File: config.mk
export PLATFORM = sky130hd
export DESIGN_NAME = relay_command_queue
export DESIGN_NICKNAME = d
export VERILOG_FILES = /design/src/rtl/relay_command_queue.v
export VERILOG_INCLUDE_DIRS = /design/src /design/src/rtl
export SDC_FILE = /design/constraint.sdc
export NUM_CORES = 1
export LEC_CHECK = 0
export BUFFER_PORTS_ARGS = -buffer_cell sky130_fd_sc_hd__buf_2
export CORE_MARGIN = 1.5
export CORE_UTILIZATION = 50
export DETAILED_ROUTE_END_ITERATION = 12
export PLACE_DENSITY = 0.7
export SETUP_SLACK_MARGIN = 0.05
export SLEW_MARGIN = 20
export SYNTH_ARGS = -nofsm -noshare
export SYNTH_HDL_FRONTEND = slang
export SYNTH_SLANG_ARGS = --single-unit
File: constraint.sdc
create_clock -name i_clk_sys -period 3.5 [get_ports i_clk_sys]
set_input_delay 0.875 -clock i_clk_sys [delete_from_list [all_inputs] [get_ports i_clk_sys]]
set_output_delay 0.875 -clock i_clk_sys [all_outputs]
set_load 0.05 [all_outputs]
File: src/rtl/relay_queue_regs.vh
`ifndef RELAY_QUEUE_REGS_VH
`define RELAY_QUEUE_REGS_VH
// Byte offsets on the Avalon word bus
`define RQ_STATUS_OFS      8'h00
`define RQ_CTRL_OFS        8'h04
`define RQ_ROW_BASE_OFS    8'h10
`define RQ_ROW_LAST_OFS    8'h2C
// Status fields
`define RQ_ST_EMPTY_BIT    0
`define RQ_ST_FULL_BIT     1
`define RQ_ST_INIT_BIT     2
`define RQ_ST_BUSY_BIT     3
`define RQ_ST_IRQ_BIT      4
// Control fields
`define RQ_CT_RST_BIT      0
`define RQ_CT_IRQEN_BIT    1
`define RQ_CT_SELFTEST_BIT 2
`define RQ_CT_DRVPWR_BIT   3
`define RQ_CT_TSEL_LSB     4
`define RQ_CTRL_RESET      6'h00
// Drive times in microseconds
`define RQ_T8MS_US         8000
`define RQ_T2MS_US         2000
`define RQ_T4MS_US         4000
`define RQ_T64MS_US        64000
`define RQ_CLK_MHZ         125
`endif
File: src/rtl/relay_command_queue.v
// The placing of the registers and register access over Avalon-MM are this design's own decisions.
`timescale 1ns/1ns
// How it works
// - Queue holds eight row operations
// - Entries drain in order, one interval each
// - Interrupt only after last operation finishes
// - Interrupt on timer expiry with queue empty
// - Readback shows relay states, 1 closed
// - Set write closes only its one bits
// - Reset write opens only its zero bits
// - Set and reset addresses read the same
// - Accepted write updates row and queues
// - Write to full queue is dropped
// - Driver power off after reset
// - Row state cleared by reset
// - Init flag set after initialization
// - Driver power bit gates drivers
// - Interrupt enable gates interrupt
// - Two-bit select picks drive time
// - Self-test keeps drivers unpowered
`include "relay_queue_regs.vh"
module relay_command_queue #(
  parameter DEPTH    = 8,
  parameter T8_CYC   = `RQ_T8MS_US * `RQ_CLK_MHZ,
  parameter T2_CYC   = `RQ_T2MS_US * `RQ_CLK_MHZ,
  parameter T4_CYC   = `RQ_T4MS_US * `RQ_CLK_MHZ,
  parameter T64_CYC  = `RQ_T64MS_US * `RQ_CLK_MHZ
) (
  input  wire        i_clk_sys,
  input  wire        i_nrst,
  input  wire [7:0]  i_address,
  input  wire        i_read,
  input  wire        i_write,
  input  wire [31:0] i_writedata,
  output reg  [31:0] o_readdata,
  output reg         o_waitrequest,
  output reg         o_irq,
  output reg  [3:0]  o_row_drive,
  output reg  [3:0]  o_col_close,
  output reg  [3:0]  o_col_open,
  output reg         o_driver_power_on
);
  localparam ST_IDLE  = 1'b0;
  localparam ST_DRIVE = 1'b1;

  // Entry: row(2), set flag(1), column data(4)
  reg  [6:0]  fifo_mem [0:DEPTH-1];
  reg  [2:0]  wr_ptr_reg;
  reg  [2:0]  rd_ptr_reg;
  reg  [3:0]  count_reg;
  reg  [3:0]  row_state_reg [0:3];
  reg  [5:0]  ctrl_reg;
  reg         init_done_reg;
  reg  [3:0]  init_rows_reg;
  reg         state_reg;
  reg  [6:0]  cur_op_reg;
  reg  [23:0] timer_reg;
  reg         irq_pend_reg;
  reg         ack_reg;
  integer     i;

  wire        soft_rst   = ctrl_reg[`RQ_CT_RST_BIT];
  wire        irq_enable_bit    = ctrl_reg[`RQ_CT_IRQEN_BIT];
  wire        self_test_on      = ctrl_reg[`RQ_CT_SELFTEST_BIT];
  wire        driver_power_on   = ctrl_reg[`RQ_CT_DRVPWR_BIT];
  wire [1:0]  drive_time_select = ctrl_reg[`RQ_CT_TSEL_LSB+1:`RQ_CT_TSEL_LSB];
  wire        q_empty    = (count_reg == 4'h0);
  wire        q_full     = (count_reg == DEPTH[3:0]);
  wire        access     = (i_read | i_write) & ~ack_reg;
  wire        row_hit    = (i_address >= `RQ_ROW_BASE_OFS) && (i_address <= `RQ_ROW_LAST_OFS) &&
                           (i_address[1:0] == 2'b00);
  wire [7:0]  row_off    = i_address - `RQ_ROW_BASE_OFS;
  wire [1:0]  row_idx    = row_off[4:3];
  wire        row_is_set = ~row_off[2];
  wire [3:0]  wdat       = i_writedata[3:0];
  wire        row_wr     = access & i_write & row_hit;
  wire        push       = row_wr & ~q_full & ~soft_rst;
  wire        pop        = (state_reg == ST_IDLE) & ~q_empty;
  wire        expire     = (state_reg == ST_DRIVE) && (timer_reg == 24'h000001);

  // Count for the selected drive time; loaded as is, the interval is exact
  function [23:0] drive_cycles;
    input [1:0] sel;
    begin
      case (sel)
        2'b00:   drive_cycles = T8_CYC[23:0];
        2'b01:   drive_cycles = T2_CYC[23:0];
        2'b10:   drive_cycles = T4_CYC[23:0];
        default: drive_cycles = T64_CYC[23:0];
      endcase
    end
  endfunction

  // Bus slave: one wait cycle, answer on the second edge
  always @(posedge i_clk_sys or negedge i_nrst) begin
    if (!i_nrst) begin
      ack_reg       <= 1'b0;
      o_waitrequest <= 1'b1;
      o_readdata    <= 32'h00000000;
    end else begin
      ack_reg       <= access;
      o_waitrequest <= ~access;
      if (access & i_read) begin
        if (i_address == `RQ_STATUS_OFS)
          o_readdata <= {27'h0000000, irq_pend_reg, (state_reg == ST_DRIVE), init_done_reg,
                         q_full, q_empty};
        else if (i_address == `RQ_CTRL_OFS)
          o_readdata <= {26'h0000000, ctrl_reg};
        else if (row_hit)
          o_readdata <= {28'h0000000, row_state_reg[row_idx]};
        else
          o_readdata <= 32'h00000000;
      end
    end
  end

  // Control register; soft reset bit stays set until software clears it
  always @(posedge i_clk_sys or negedge i_nrst) begin
    if (!i_nrst) begin
      ctrl_reg <= `RQ_CTRL_RESET;
    end else if (access & i_write & (i_address == `RQ_CTRL_OFS)) begin
      ctrl_reg <= i_writedata[5:0];
    end
  end

  // Row state, queue and init tracking
  always @(posedge i_clk_sys or negedge i_nrst) begin
    if (!i_nrst) begin
      for (i = 0; i < 4; i = i + 1)
        row_state_reg[i] <= 4'h0;
      wr_ptr_reg    <= 3'h0;
      init_done_reg <= 1'b0;
      init_rows_reg <= 4'h0;
    end else if (soft_rst) begin
      for (i = 0; i < 4; i = i + 1)
        row_state_reg[i] <= 4'h0;
      wr_ptr_reg    <= 3'h0;
      init_done_reg <= 1'b0;
      init_rows_reg <= 4'h0;
    end else if (push) begin
      if (row_is_set)
        row_state_reg[row_idx] <= row_state_reg[row_idx] | wdat;
      else
        row_state_reg[row_idx] <= row_state_reg[row_idx] & wdat;
      fifo_mem[wr_ptr_reg] <= {row_idx, row_is_set, wdat};
      wr_ptr_reg           <= wr_ptr_reg + 3'h1;
      // Init counts only zero reset writes made with drivers powered
      if (!row_is_set && wdat == 4'h0 && driver_power_on && !self_test_on) begin
        init_rows_reg[row_idx] <= 1'b1;
        if ((init_rows_reg | (4'h1 << row_idx)) == 4'hF)
          init_done_reg <= 1'b1;
      end
    end
  end

  always @(posedge i_clk_sys or negedge i_nrst) begin
    if (!i_nrst) begin
      count_reg <= 4'h0;
    end else if (soft_rst) begin
      count_reg <= 4'h0;
    end else begin
      count_reg <= count_reg + {3'h0, push} - {3'h0, pop};
    end
  end

  // Drive sequencer: one entry per drive interval
  always @(posedge i_clk_sys or negedge i_nrst) begin
    if (!i_nrst) begin
      state_reg    <= ST_IDLE;
      rd_ptr_reg   <= 3'h0;
      cur_op_reg   <= 7'h00;
      timer_reg    <= 24'h000000;
      irq_pend_reg <= 1'b0;
    end else if (soft_rst) begin
      state_reg    <= ST_IDLE;
      rd_ptr_reg   <= 3'h0;
      timer_reg    <= 24'h000000;
      irq_pend_reg <= 1'b0;
    end else begin
      case (state_reg)
        ST_IDLE: begin
          if (pop) begin
            cur_op_reg <= fifo_mem[rd_ptr_reg];
            rd_ptr_reg <= rd_ptr_reg + 3'h1;
            timer_reg  <= drive_cycles(drive_time_select);
            state_reg  <= ST_DRIVE;
          end
        end
        ST_DRIVE: begin
          timer_reg <= timer_reg - 24'h000001;
          if (expire) begin
            state_reg <= ST_IDLE;
            // Pending until the next push or a soft reset clears it; a push in the expiry cycle cancels it
            if (q_empty & ~push)
              irq_pend_reg <= 1'b1;
          end
        end
        default: state_reg <= ST_IDLE;
      endcase
      if (push)
        irq_pend_reg <= 1'b0;
    end
  end

  // Drivers; self-test or power off keeps every relay still
  always @(posedge i_clk_sys or negedge i_nrst) begin
    if (!i_nrst) begin
      o_row_drive       <= 4'h0;
      o_col_close       <= 4'h0;
      o_col_open        <= 4'h0;
      o_driver_power_on <= 1'b0;
      o_irq             <= 1'b0;
    end else begin
      o_driver_power_on <= driver_power_on & ~self_test_on & ~soft_rst;
      o_irq             <= irq_pend_reg & irq_enable_bit & ~soft_rst;
      if ((state_reg == ST_DRIVE) && driver_power_on && !self_test_on && !soft_rst) begin
        o_row_drive <= 4'h1 << cur_op_reg[6:5];
        o_col_close <= cur_op_reg[4] ? cur_op_reg[3:0] : 4'h0;
        o_col_open  <= cur_op_reg[4] ? 4'h0 : ~cur_op_reg[3:0];
      end else begin
        o_row_drive <= 4'h0;
        o_col_close <= 4'h0;
        o_col_open  <= 4'h0;
      end
    end
  end
endmodule // relay_command_queue

==> summary.md, run 1 <==
| Metric | Value |
|---|---|
| Vias per cell | `5.750` |
| Area grow syn2layout | `12.97%` |
| DRC viols | `0` |
| Core area | `0.01388 mm2` |
| Sequential fraction of the synthesis area | `56.12%` |
| Worst-path clk slew | `60 ps` |
| RSZ-0062 raised after global routing | `false` |
| Async SR Flop Fraction | `62.16%` |
| Hold depth | `1` |
| Worst Setup End Kind | `register` |
| First-pass DRT Iterations | `5` |
| Number of synthesized flops with an enable pin | `56` |
| Post-synth cell types | `59` |
| Initial core utilization | `51.15%` |
| Die W | `122.2 um` |
| Max-cap violations | `0` |
| Avg Cell Area, Syn | `11.93 um2` |
| Period utilization | `75.10%` |
| Total power | `3770 uW` |
| Placed Area | `0.007450 mm2` |
| Grt ovf | `0` |
| Status | `completed` |
| Post-route cell area | `0.008021 mm2` |
| Biggest area consumer among synthesized cells | `dfrtp_1` |
| Longest Clk Path Bufs | `2` |
| Buffers added on ports | `38` |
| FP Rows | `43` |
| Synth area leaders | `dfrtp_1 (32%), edfxtp_1 (24%), mux4_2 (5.7%)` |
| HP Start | `cur_op_reg[2]` |
| Antenna Nets Post-Route | `0` |
| Worst reg2reg path startpoint | `count_reg[2]` |
| Pin count of the biggest net entering global routing | `53` |
| TritonCTS buffer count | `17` |
| CTS tree | `done` |
| Most common cell in the netlist | `dfrtp_1` |
| Post-Synthesis Cells | `595` |
| Slew headroom | `36.95%` |
| Antenna cells | `0` |
| Most used DFF post-synth | `dfrtp_1` |
| Placer Congestion | `0.7950` |
| GR Util All Layers | `21.55%` |
| Vias | `4790` |
| Die height | `122.2 um` |
| Vias in the first global route | `4740` |
| Post-CTS Hold Fix Bufs | `0` |
| Worst EP arrival | `2930 ps` |
| Fmax achieved | `0.3805 GHz` |
| First-pass GRT wire length | `24210 um` |
| CTS sink cnt | `148` |
| Final hold vios | `0` |
| Yosys reg bits | `148` |
| Ys Warns | `0` |
| Area of the die | `0.01493 mm2` |
| Critical path class | `reg -> reg` |
| Worst-path maximum fanout | `3` |
| R2R cell count | `10` |
| Setup TNS | `0 ps` |
| Number of H-tree levels | `4` |
| Leakage | `0.003351 uW` |
| Avg WL per Cell | `17.90 um` |
| Worst reg2reg setup slack | `870 ps` |
| Setup bufs post-CTS | `0` |
| CP startpoint kind | `register` |
| Max reg flops | `56` |
| Layout Skew | `7.918 ps` |
| Hold WC Path Type | `reg -> reg` |
| Post-route setup slack | `871.6 ps` |
| Req. time, crit path | `3810 ps` |
| Max IR drop VDD | `0.0003307 V` |
| Initial antenna violation count | `0` |
| CTS Root Cell | `clkbuf_16` |
| Nets | `700` |
| Layout cells sized above 1 | `18.99%` |
| Clk Latency, worst-skew pair | `430 ps` |
| IO Count | `91` |
| Post-Route WL | `14910 um` |
| Crit Reg-Reg Endpoint | `count_reg[1]` |
| Fin. max-slew vios | `0` |
| Top cell type's share of synthesized area | `32.07%` |
| Initial DRC Count | `484` |
| Worst Hold Path EP | `o_col_open[2]` |
| DP Worst Slack | `474.5 ps` |
| Detailed placement HPWL | `9870 um` |
| Final setup vio count | `0` |
| CTS resizes | `0` |
| Post-layout minimum cycle time | `2628 ps` |
| Mapped Area | `0.007101 mm2` |
| Pwr per Cell Area | `470.0 mW/mm2` |
| Most instantiated cells after synthesis | `dfrtp_1 (91), edfxtp_1 (56), nor2_1 (48)` |
| Worst slew pin tran | `938.5 ps` |
## worst max-delay path: stages, from the launching register on
cell     delay, ps
dfrtp_1        360
inv_1          100
ha_1           180
or3b_2         490
and4_1         260
nand2_1         90
ha_1           230
inv_1           50
ha_1           180
fa_1           420
nor2b_1        140
## routing by layer
| layer | GRT usage (%) | vias up | share of wire [%] |
|---|---|---|---|
| met2 | 34.20 | 114 | 48 |
| met5 | 0 | - | 0 |
| met3 | 5.384 | 20 | 4.4 |
| met4 | 8.503 | 0 | 1.8 |
| met1 | 28.66 | 2383 | 46 |
| li1 | - | 2273 | - |
## how the worst max path moves through the flow
stage	from	endpoint	slack, ps	cells after the start
6_report	count_reg[2]	count_reg[1]	870	10
4_1_cts	count_reg[2]	count_reg[1]	870	10
3_3_place_gp	i_address[1]	count_reg[2]	480	11
3_5_place_dp	i_address[1]	count_reg[2]	470	11
2_1_floorplan	i_address[1]	count_reg[2]	260	11
5_1_grt	count_reg[2]	count_reg[3]	720	12
## cell usage in the layout, fill, tap and decap left out, types with 18 or more instances in the layout
cell type  instances
nor2_1            48
conb_1            26
a211oi_1          23
o21ai_0           30
mux4_2            18
nand2_1           37
buf_2             37
a21oi_1           20
buf_4             20
edfxtp_1          56
dfrtp_1           90
## area by class of cell
cell class	instances	area, um2
clock buffers	18	429.2
fillers	1160	5859
repair buffers	57	335.3
multi-input cells	398	2836
flip-flops and latches	148	3986
well taps	180	225.2
inverters	18	67.56
clock inverters	14	141.4
## stage by stage
stage | hold WS [ps] | utilization, % | cells
after floorplan | 417.1 | - | 620
after global placement | 434.5 | 53.67 | 801
after detailed placement | 443.9 | 53.67 | 801
after CTS | 457.6 | 57.78 | 833
after global routing | 469.6 | 57.79 | 833
final | 456.2 | 57.79 | 833
## power by group
group	internal (uW)	leakage (uW)	total, uW	switching (uW)
registers	1810	0.00177	1810	6.21
logic	31.7	0.00132	189	157
clock network	999	0.000269	1770	768
total	2840	0.00335	3770	931
## logic make-up after synthesis
logic type                 synth area share, %
xor gates and xnor gates                 1.727
muxes                                    8.599
DFF                                      56.12
AOI/OAI and AO/OA                        11.15
and+or+nand+nor                          14.10
adders and majority gates                2.925
other                                  0.05281
buffers and inverters                    5.322
Power figures use the tool's default switching activity.
==> run 2: changes to the inputs <==
PLACE_DENSITY = 0.73   (was 0.7)
clock period = 2.4 ns   (was 3.5 ns; I/O delays follow)
==> run 2 against run 1 <==
Flip-flop and latch count unchanged. Die area unchanged. Global-route usage increased by 0.69 points. Highest routed layer unchanged. Sequential power increased by 46%. Critical path type unchanged. Total power increased by 44%.
==> summary.md, run 2 (same netlist as run 1, synthesis figures left out) <==
| Metric | Value |
|---|---|
| Status | `completed` |
| Buffers added on ports | `38 (unchanged)` |
| Commonest non-fill, non-tap cell in the layout | `dfrtp_1` |
| Most used cell, CP | `ha_4` |
| Initial DRC Count | `341 (-30%)` |
| Worst Path Buf+Inv | `2 (unchanged)` |
| Longest Clk Path Bufs | `2 (unchanged)` |
| Post-CTS Hold Fix Bufs | `0 (unchanged)` |
| Antenna Nets Post-Route | `0 (unchanged)` |
| Total power | `5446 uW (+44%)` |
| Max reg flops | `56 (unchanged)` |
| RSZ-0062 raised after global routing | `false` |
| Layout cells sized above 1 | `23.86% (+4.9 points)` |
| Final non-filler cell total | `859 (+3.1%)` |
| Req. time, crit path | `2700 ps (-1110 ps)` |
| Pwr per Cell Area | `656.3 mW/mm2 (+40%)` |
| Antenna cells | `0 (unchanged)` |
| Core area | `0.01388 mm2 (unchanged)` |
| Worst slew pin tran | `755.3 ps (-183.2 ps)` |
| Detailed placement HPWL | `10330 um (+4.6%)` |
| Hold WC Path Type | `in -> async` |
| Area grow syn2layout | `16.86%` |
| Slew headroom | `49.65% (+13 points)` |
| Post-route cell area | `0.008298 mm2 (+3.4%)` |
| First-pass DRT Iterations | `5 (unchanged)` |
| Worst Setup End Kind | `register` |
| Period utilization | `95.78% (+21 points)` |
| Die W | `122.2 um (unchanged)` |
| Post-Route WL | `15220 um (+2.1%)` |
| Vias per cell | `5.827 (+1.3%)` |
| Layout Skew | `7.753 ps (-0.1649 ps)` |
| Fin. max-slew vios | `0 (unchanged)` |
| TritonCTS buffer count | `17 (unchanged)` |
| CP startpoint kind | `register` |
| First-pass GRT wire length | `25050 um (+3.5%)` |
| Vias | `5005 (+4.5%)` |
| Pin count of the biggest net entering global routing | `61 (+15%)` |
| Initial antenna violation count | `0 (unchanged)` |
| Post-layout minimum cycle time | `2299 ps (-329.5 ps)` |
| GR Util All Layers | `22.24% (+0.69 points)` |
| Most frequent cells in the layout | `dfrtp_1 (91), edfxtp_1 (56), nor2_1 (48)` |
| Fmax achieved | `0.4350 GHz (+14%)` |
| Final hold vios | `0 (unchanged)` |
| FP Rows | `43 (unchanged)` |
| Final setup vio count | `0 (unchanged)` |
| Placer Congestion | `0.8548 (+7.5%)` |
| Leakage | `0.003487 uW (+4.1%)` |
| Max-cap violations | `0 (unchanged)` |
| Worst-path clk slew | `60 ps (about the same)` |
| Worst-path maximum fanout | `3 (unchanged)` |
| Vias in the first global route | `4963 (+4.7%)` |
| Slowest CP cell | `fa_2` |
| Worst EP arrival | `2600 ps (-330 ps)` |
| Area of the die | `0.01493 mm2 (unchanged)` |
| Nets | `726 (+3.7%)` |
| IO Count | `91 (unchanged)` |
| Avg WL per Cell | `17.72 um (-1.0%)` |
| DRC viols | `0 (unchanged)` |
| Clk Latency, worst-skew pair | `420 ps (about the same)` |
| CTS tree | `done` |
| Placed Area | `0.007704 mm2 (+3.4%)` |
| Critical path class | `reg -> reg` |
| CTS Root Cell | `clkbuf_16` |
| CTS sink cnt | `148 (unchanged)` |
| Initial core utilization | `51.15% (unchanged)` |
| CP Cell Sequence | `inv_2, ha_4, or3b_4, and4_4, nand2_4, ha_4, inv_2, ha_4, fa_2, nor2b_4` |
| Max IR drop VDD | `0.0005511 V (+67%)` |
| CP max stage delay | `420 ps (-70 ps)` |
| Number of H-tree levels | `4 (unchanged)` |
| Die height | `122.2 um (unchanged)` |
| Grt ovf | `0 (unchanged)` |
| Dpl cells | `826 (+3.1%)` |
| Top Family by Delay on Critical Path | `adder cells` |
[run 2: repair_timing]
item,4_1_cts,5_1_grt
buffers inserted,0,1
endpoints found under the setup margin,1,4
pin swaps,0,2
hold endpoints to repair,0,0
resized for setup,1,4
[run 2: metal layers]
layer	part of all wire, %	up-vias	GRT usage, %
met2	48	149	36.27
met1	44	2508	28.54
li1	-	2317	-
met3	5.1	31	5.478
met5	0	-	0
met4	2.6	0	9.302
[run 2: cell type report]
type                       count  area, um2
tap                          180      225.2
multi-input combinational    398       2928
inverter                      18      67.56
clock buffer                  18      429.2
clock inverter                14      132.6
timing repair buffer          83      530.5
sequential                   148       3985
fill                        1116       5583
[run 2: per-stage QoR]
step	TNS, ps	setup slack [ps]	utilization, %	hold WS, ps
2_1_floorplan	-429.8	-188.5	-	304.4
3_3_place_gp	-177.2	-96.01	55.50	433.6
3_5_place_dp	-371.7	-153.8	55.50	443.5
4_1_cts	0	77.90	59.56	261.8
5_1_grt	0	28.34	59.78	294.8
6_report	0	101.2	59.78	264.1
[run 2: worst paths after layout]
path | slack (ps) | end | from | depth (start not counted)
min | 260 | state_reg | i_nrst | 2
min in group i_clk_sys | 390 | ctrl_reg[5] | i_writedata[5] | 3
min reg2reg | 450 | o_col_open[2] | cur_op_reg[2] | 1
max | 100 | count_reg[1] | count_reg[2] | 10
max in group asynchronous | 1500 | o_col_open[0] | i_nrst | 2
max reg2reg | 100 | count_reg[1] | count_reg[2] | 10
[run 2: worst register-to-register path: stages, from the launching register on]
cell	delay, ps
dfrtp_1	370
inv_2	90
ha_4	140
or3b_4	390
and4_4	180
nand2_4	70
ha_4	190
inv_2	60
ha_4	130
fa_2	420
nor2b_4	130
[run 2: power breakdown]
| part | internal (uW) | switching, uW |
|---|---|---|
| clock network | 1430 | 1060 |
| registers | 2640 | 10.3 |
| logic | 64.0 | 240 |
| total | 4130 | 1310 |
==> run 3: changes to the inputs <==
CORE_UTILIZATION = 35   (was 50)
PLACE_DENSITY = unset   (was 0.73)
==> run 3 against run 2 <==
Die area rose by 42%. Hold slack improved by 130 ps. Critical path depth decreased by 6. Sequential power barely moved. Critical path type unchanged. Fmax grew 0.43%. Count of clock-buffer cells in the layout did not move.
==> summary.md, run 3 (same netlist as run 1, synthesis figures left out) <==
| Metric | Value |
|---|---|
| Status | `completed` |
| Switching Share | `24.41% (+0.30 points)` |
| Slew headroom | `53.45% (+3.8 points)` |
| Detailed placement HPWL | `10990 um (+6.4%)` |
| Switch Pwr | `1378 uW (+5.0%)` |
| Placer Congestion | `0.8037 (-6.0%)` |
| Worst EP arrival | `2610 ps (about the same)` |
| Combinational Power Share | `5.5% (about the same)` |
| Worst hold margin | `396.1 ps (+132.0 ps)` |
| RSZ-0062 raised after global routing | `false` |
| Worst reg2reg setup slack | `110 ps (about the same)` |
| Die W | `145.4 um (+19%)` |
| Clk Latency, worst-skew pair | `420 ps (about the same)` |
| Final non-filler cell total | `945 (+10%)` |
| Worst reg2reg path startpoint | `timer_reg[12]` |
| Worst-path clk slew | `70 ps (about the same)` |
| Pwr per Cell Area | `666.7 mW/mm2 (+1.6%)` |
| Pint | `4270 uW (+3.3%)` |
| Post-layout minimum cycle time | `2289 ps (-9.953 ps)` |
| Leakage | `0.003530 uW (+1.2%)` |
| R2R cell count | `4 (-6)` |
| Initial DRC Count | `284 (-17%)` |
| Avg WL per Cell | `16.55 um (-6.6%)` |
| Longest Clk Path Bufs | `2 (unchanged)` |
| Number of H-tree levels | `4 (unchanged)` |
| Vias per cell | `5.144 (-12%)` |
| Antenna Nets Post-Route | `0 (unchanged)` |
| Layout cells sized above 1 | `24.26% (+0.41 points)` |
| Sequential share of power | `46.8% (-1.8 points)` |
| Max reg flops | `56 (unchanged)` |
| Max-cap violations | `0 (unchanged)` |
| CTS tree | `done` |
| GR Util All Layers | `15.55% (-6.7 points)` |
| Crit Reg-Reg Endpoint | `timer_reg[17]` |
| CTS sink cnt | `148 (unchanged)` |
| Commonest non-fill, non-tap cell in the layout | `dfrtp_1` |
| Antenna cells | `0 (unchanged)` |
| Worst setup path endpoint | `timer_reg[17]` |
| Period utilization | `95.37% (-0.41 points)` |
| Clock share of power | `47.7% (+1.9 points)` |
| Fmax achieved | `0.4369 GHz (+0.43%)` |
| CP startpoint kind | `register` |
| Core area | `0.01965 mm2 (+42%)` |
| Worst Setup End Kind | `register` |
| Post-Route WL | `15640 um (+2.8%)` |
| Vias | `4861 (-2.9%)` |
| Final setup vio count | `0 (unchanged)` |
| CTS Root Cell | `clkbuf_16` |
| Worst-path maximum fanout | `14 (+11)` |
| Area grow syn2layout | `19.31%` |
| DRC viols | `0 (unchanged)` |
| Placed Area | `0.007823 mm2 (+1.5%)` |
| Dpl cells | `911 (+10%)` |
| Fin. max-slew vios | `0 (unchanged)` |
| Vias in the first global route | `5151 (+3.8%)` |
| Final hold vios | `0 (unchanged)` |
| FP Rows | `51 (+19%)` |
| Setup TNS | `0 ps (unchanged)` |
| Req. time, crit path | `2730 ps (+30 ps)` |
| Core Util, Final | `43.11% (-17 points)` |
| Buffers added on ports | `38 (unchanged)` |
| Hold depth | `3` |
| First-pass DRT Iterations | `4 (-1)` |
| Area of the die | `0.02115 mm2 (+42%)` |
| Pin count of the biggest net entering global routing | `91 (+49%)` |
| Hold WC Path Type | `in -> reg` |
| Grt ovf | `0 (unchanged)` |
| Initial antenna violation count | `0 (unchanged)` |
| Nets | `727 (+0.14%)` |
| Post-route cell area | `0.008472 mm2 (+2.1%)` |
| TritonCTS buffer count | `17 (unchanged)` |
| Initial core utilization | `36.13% (-15 points)` |
| IO Count | `91 (unchanged)` |
| Max IR drop VDD | `0.0005247 V (-4.8%)` |
| Die height | `145.4 um (+19%)` |
| Most frequent cells in the layout | `dfrtp_1 (91), edfxtp_1 (56), nor2_1 (47)` |
| Crit path from | `timer_reg[12]` |
| First-pass GRT wire length | `26200 um (+4.6%)` |
| Critical path class | `reg -> reg` |
| Layout Skew | `8.023 ps (+0.2699 ps)` |
| Worst slew pin tran | `698.2 ps (-57.12 ps)` |
==> run 3: changes by cell type in the layout (fill, tap and decap cells not counted), sizes merged <==
cell / before / now
clkinvlp: 5 / 1
dlygate4sd3: 0 / 1
inv: 19 / 22
bufinv: 1 / 2
==> run 3: worst min path at each step <==
stage / from / to
floorplan: i_nrst / ack_reg
detailed placement: i_nrst / wr_ptr_reg[1]
finish: i_writedata[5] / ctrl_reg[5]
global placement: i_nrst / wr_ptr_reg[1]
global route: i_writedata[5] / ctrl_reg[5]
CTS: i_writedata[5] / ctrl_reg[5]
==> run 3: metal layers <==
| layer | global-route usage [%] | wire length (um) | share of wire [%] | vias to the layer above |
|---|---|---|---|---|
| met1 | 19.39 | 6920 | 44 | 2449 |
| met3 | 3.229 | 447 | 2.9 | 18 |
| li1 | - | - | - | 2315 |
| met2 | 26.71 | 8061 | 52 | 79 |
| met4 | 5.510 | 208 | 1.3 | 0 |
| met5 | 0 | 0 | 0 | - |
==> run 3: cell type report <==
type	instances	area, um2
clock inverters	14	171.4
repair buffers	84	553.0
well taps	265	331.6
multi-input cells	398	2934
clock buffers	18	429.2
fillers	1858	11180
flip-flops and latches	148	3985
inverters	18	67.56
==> run 3: critical path: stages (launching register included) <==
cell	delay, ps
dfrtp_1	410
or4_4	580
or2_2	430
or4_1	500
a311oi_1	260
==> run 3: stage by stage <==
step / setup WS [ps] / total power (uW)
after CTS: 67.20 / 5694
after detailed placement: -165.3 / 3002
after global routing: 22.56 / 5841
final: 111.1 / 5648
after floorplan: -188.5 / 2909
after global placement: -116.9 / 2995
==> run 3: what timing repair did <==
item | 4_1_cts | 5_1_grt
setup buffers | 0 | 1
pin swaps | 0 | 2
resized for setup | 1 | 5
endpoints found under the setup margin | 1 | 4
endpoints found under the hold margin | 2 | 0
hold buffers | 1 | 0
==> run 3: power by group through the flow <==
stage / Clock [uW] / Sequential [uW] / Combinational [uW]
floorplan: 0 / 2700 / 206
global placement: 0 / 2690 / 303
detailed placement: 0 / 2690 / 309
CTS: 2740 / 2640 / 312
global route: 2860 / 2640 / 335
finish: 2700 / 2640 / 309
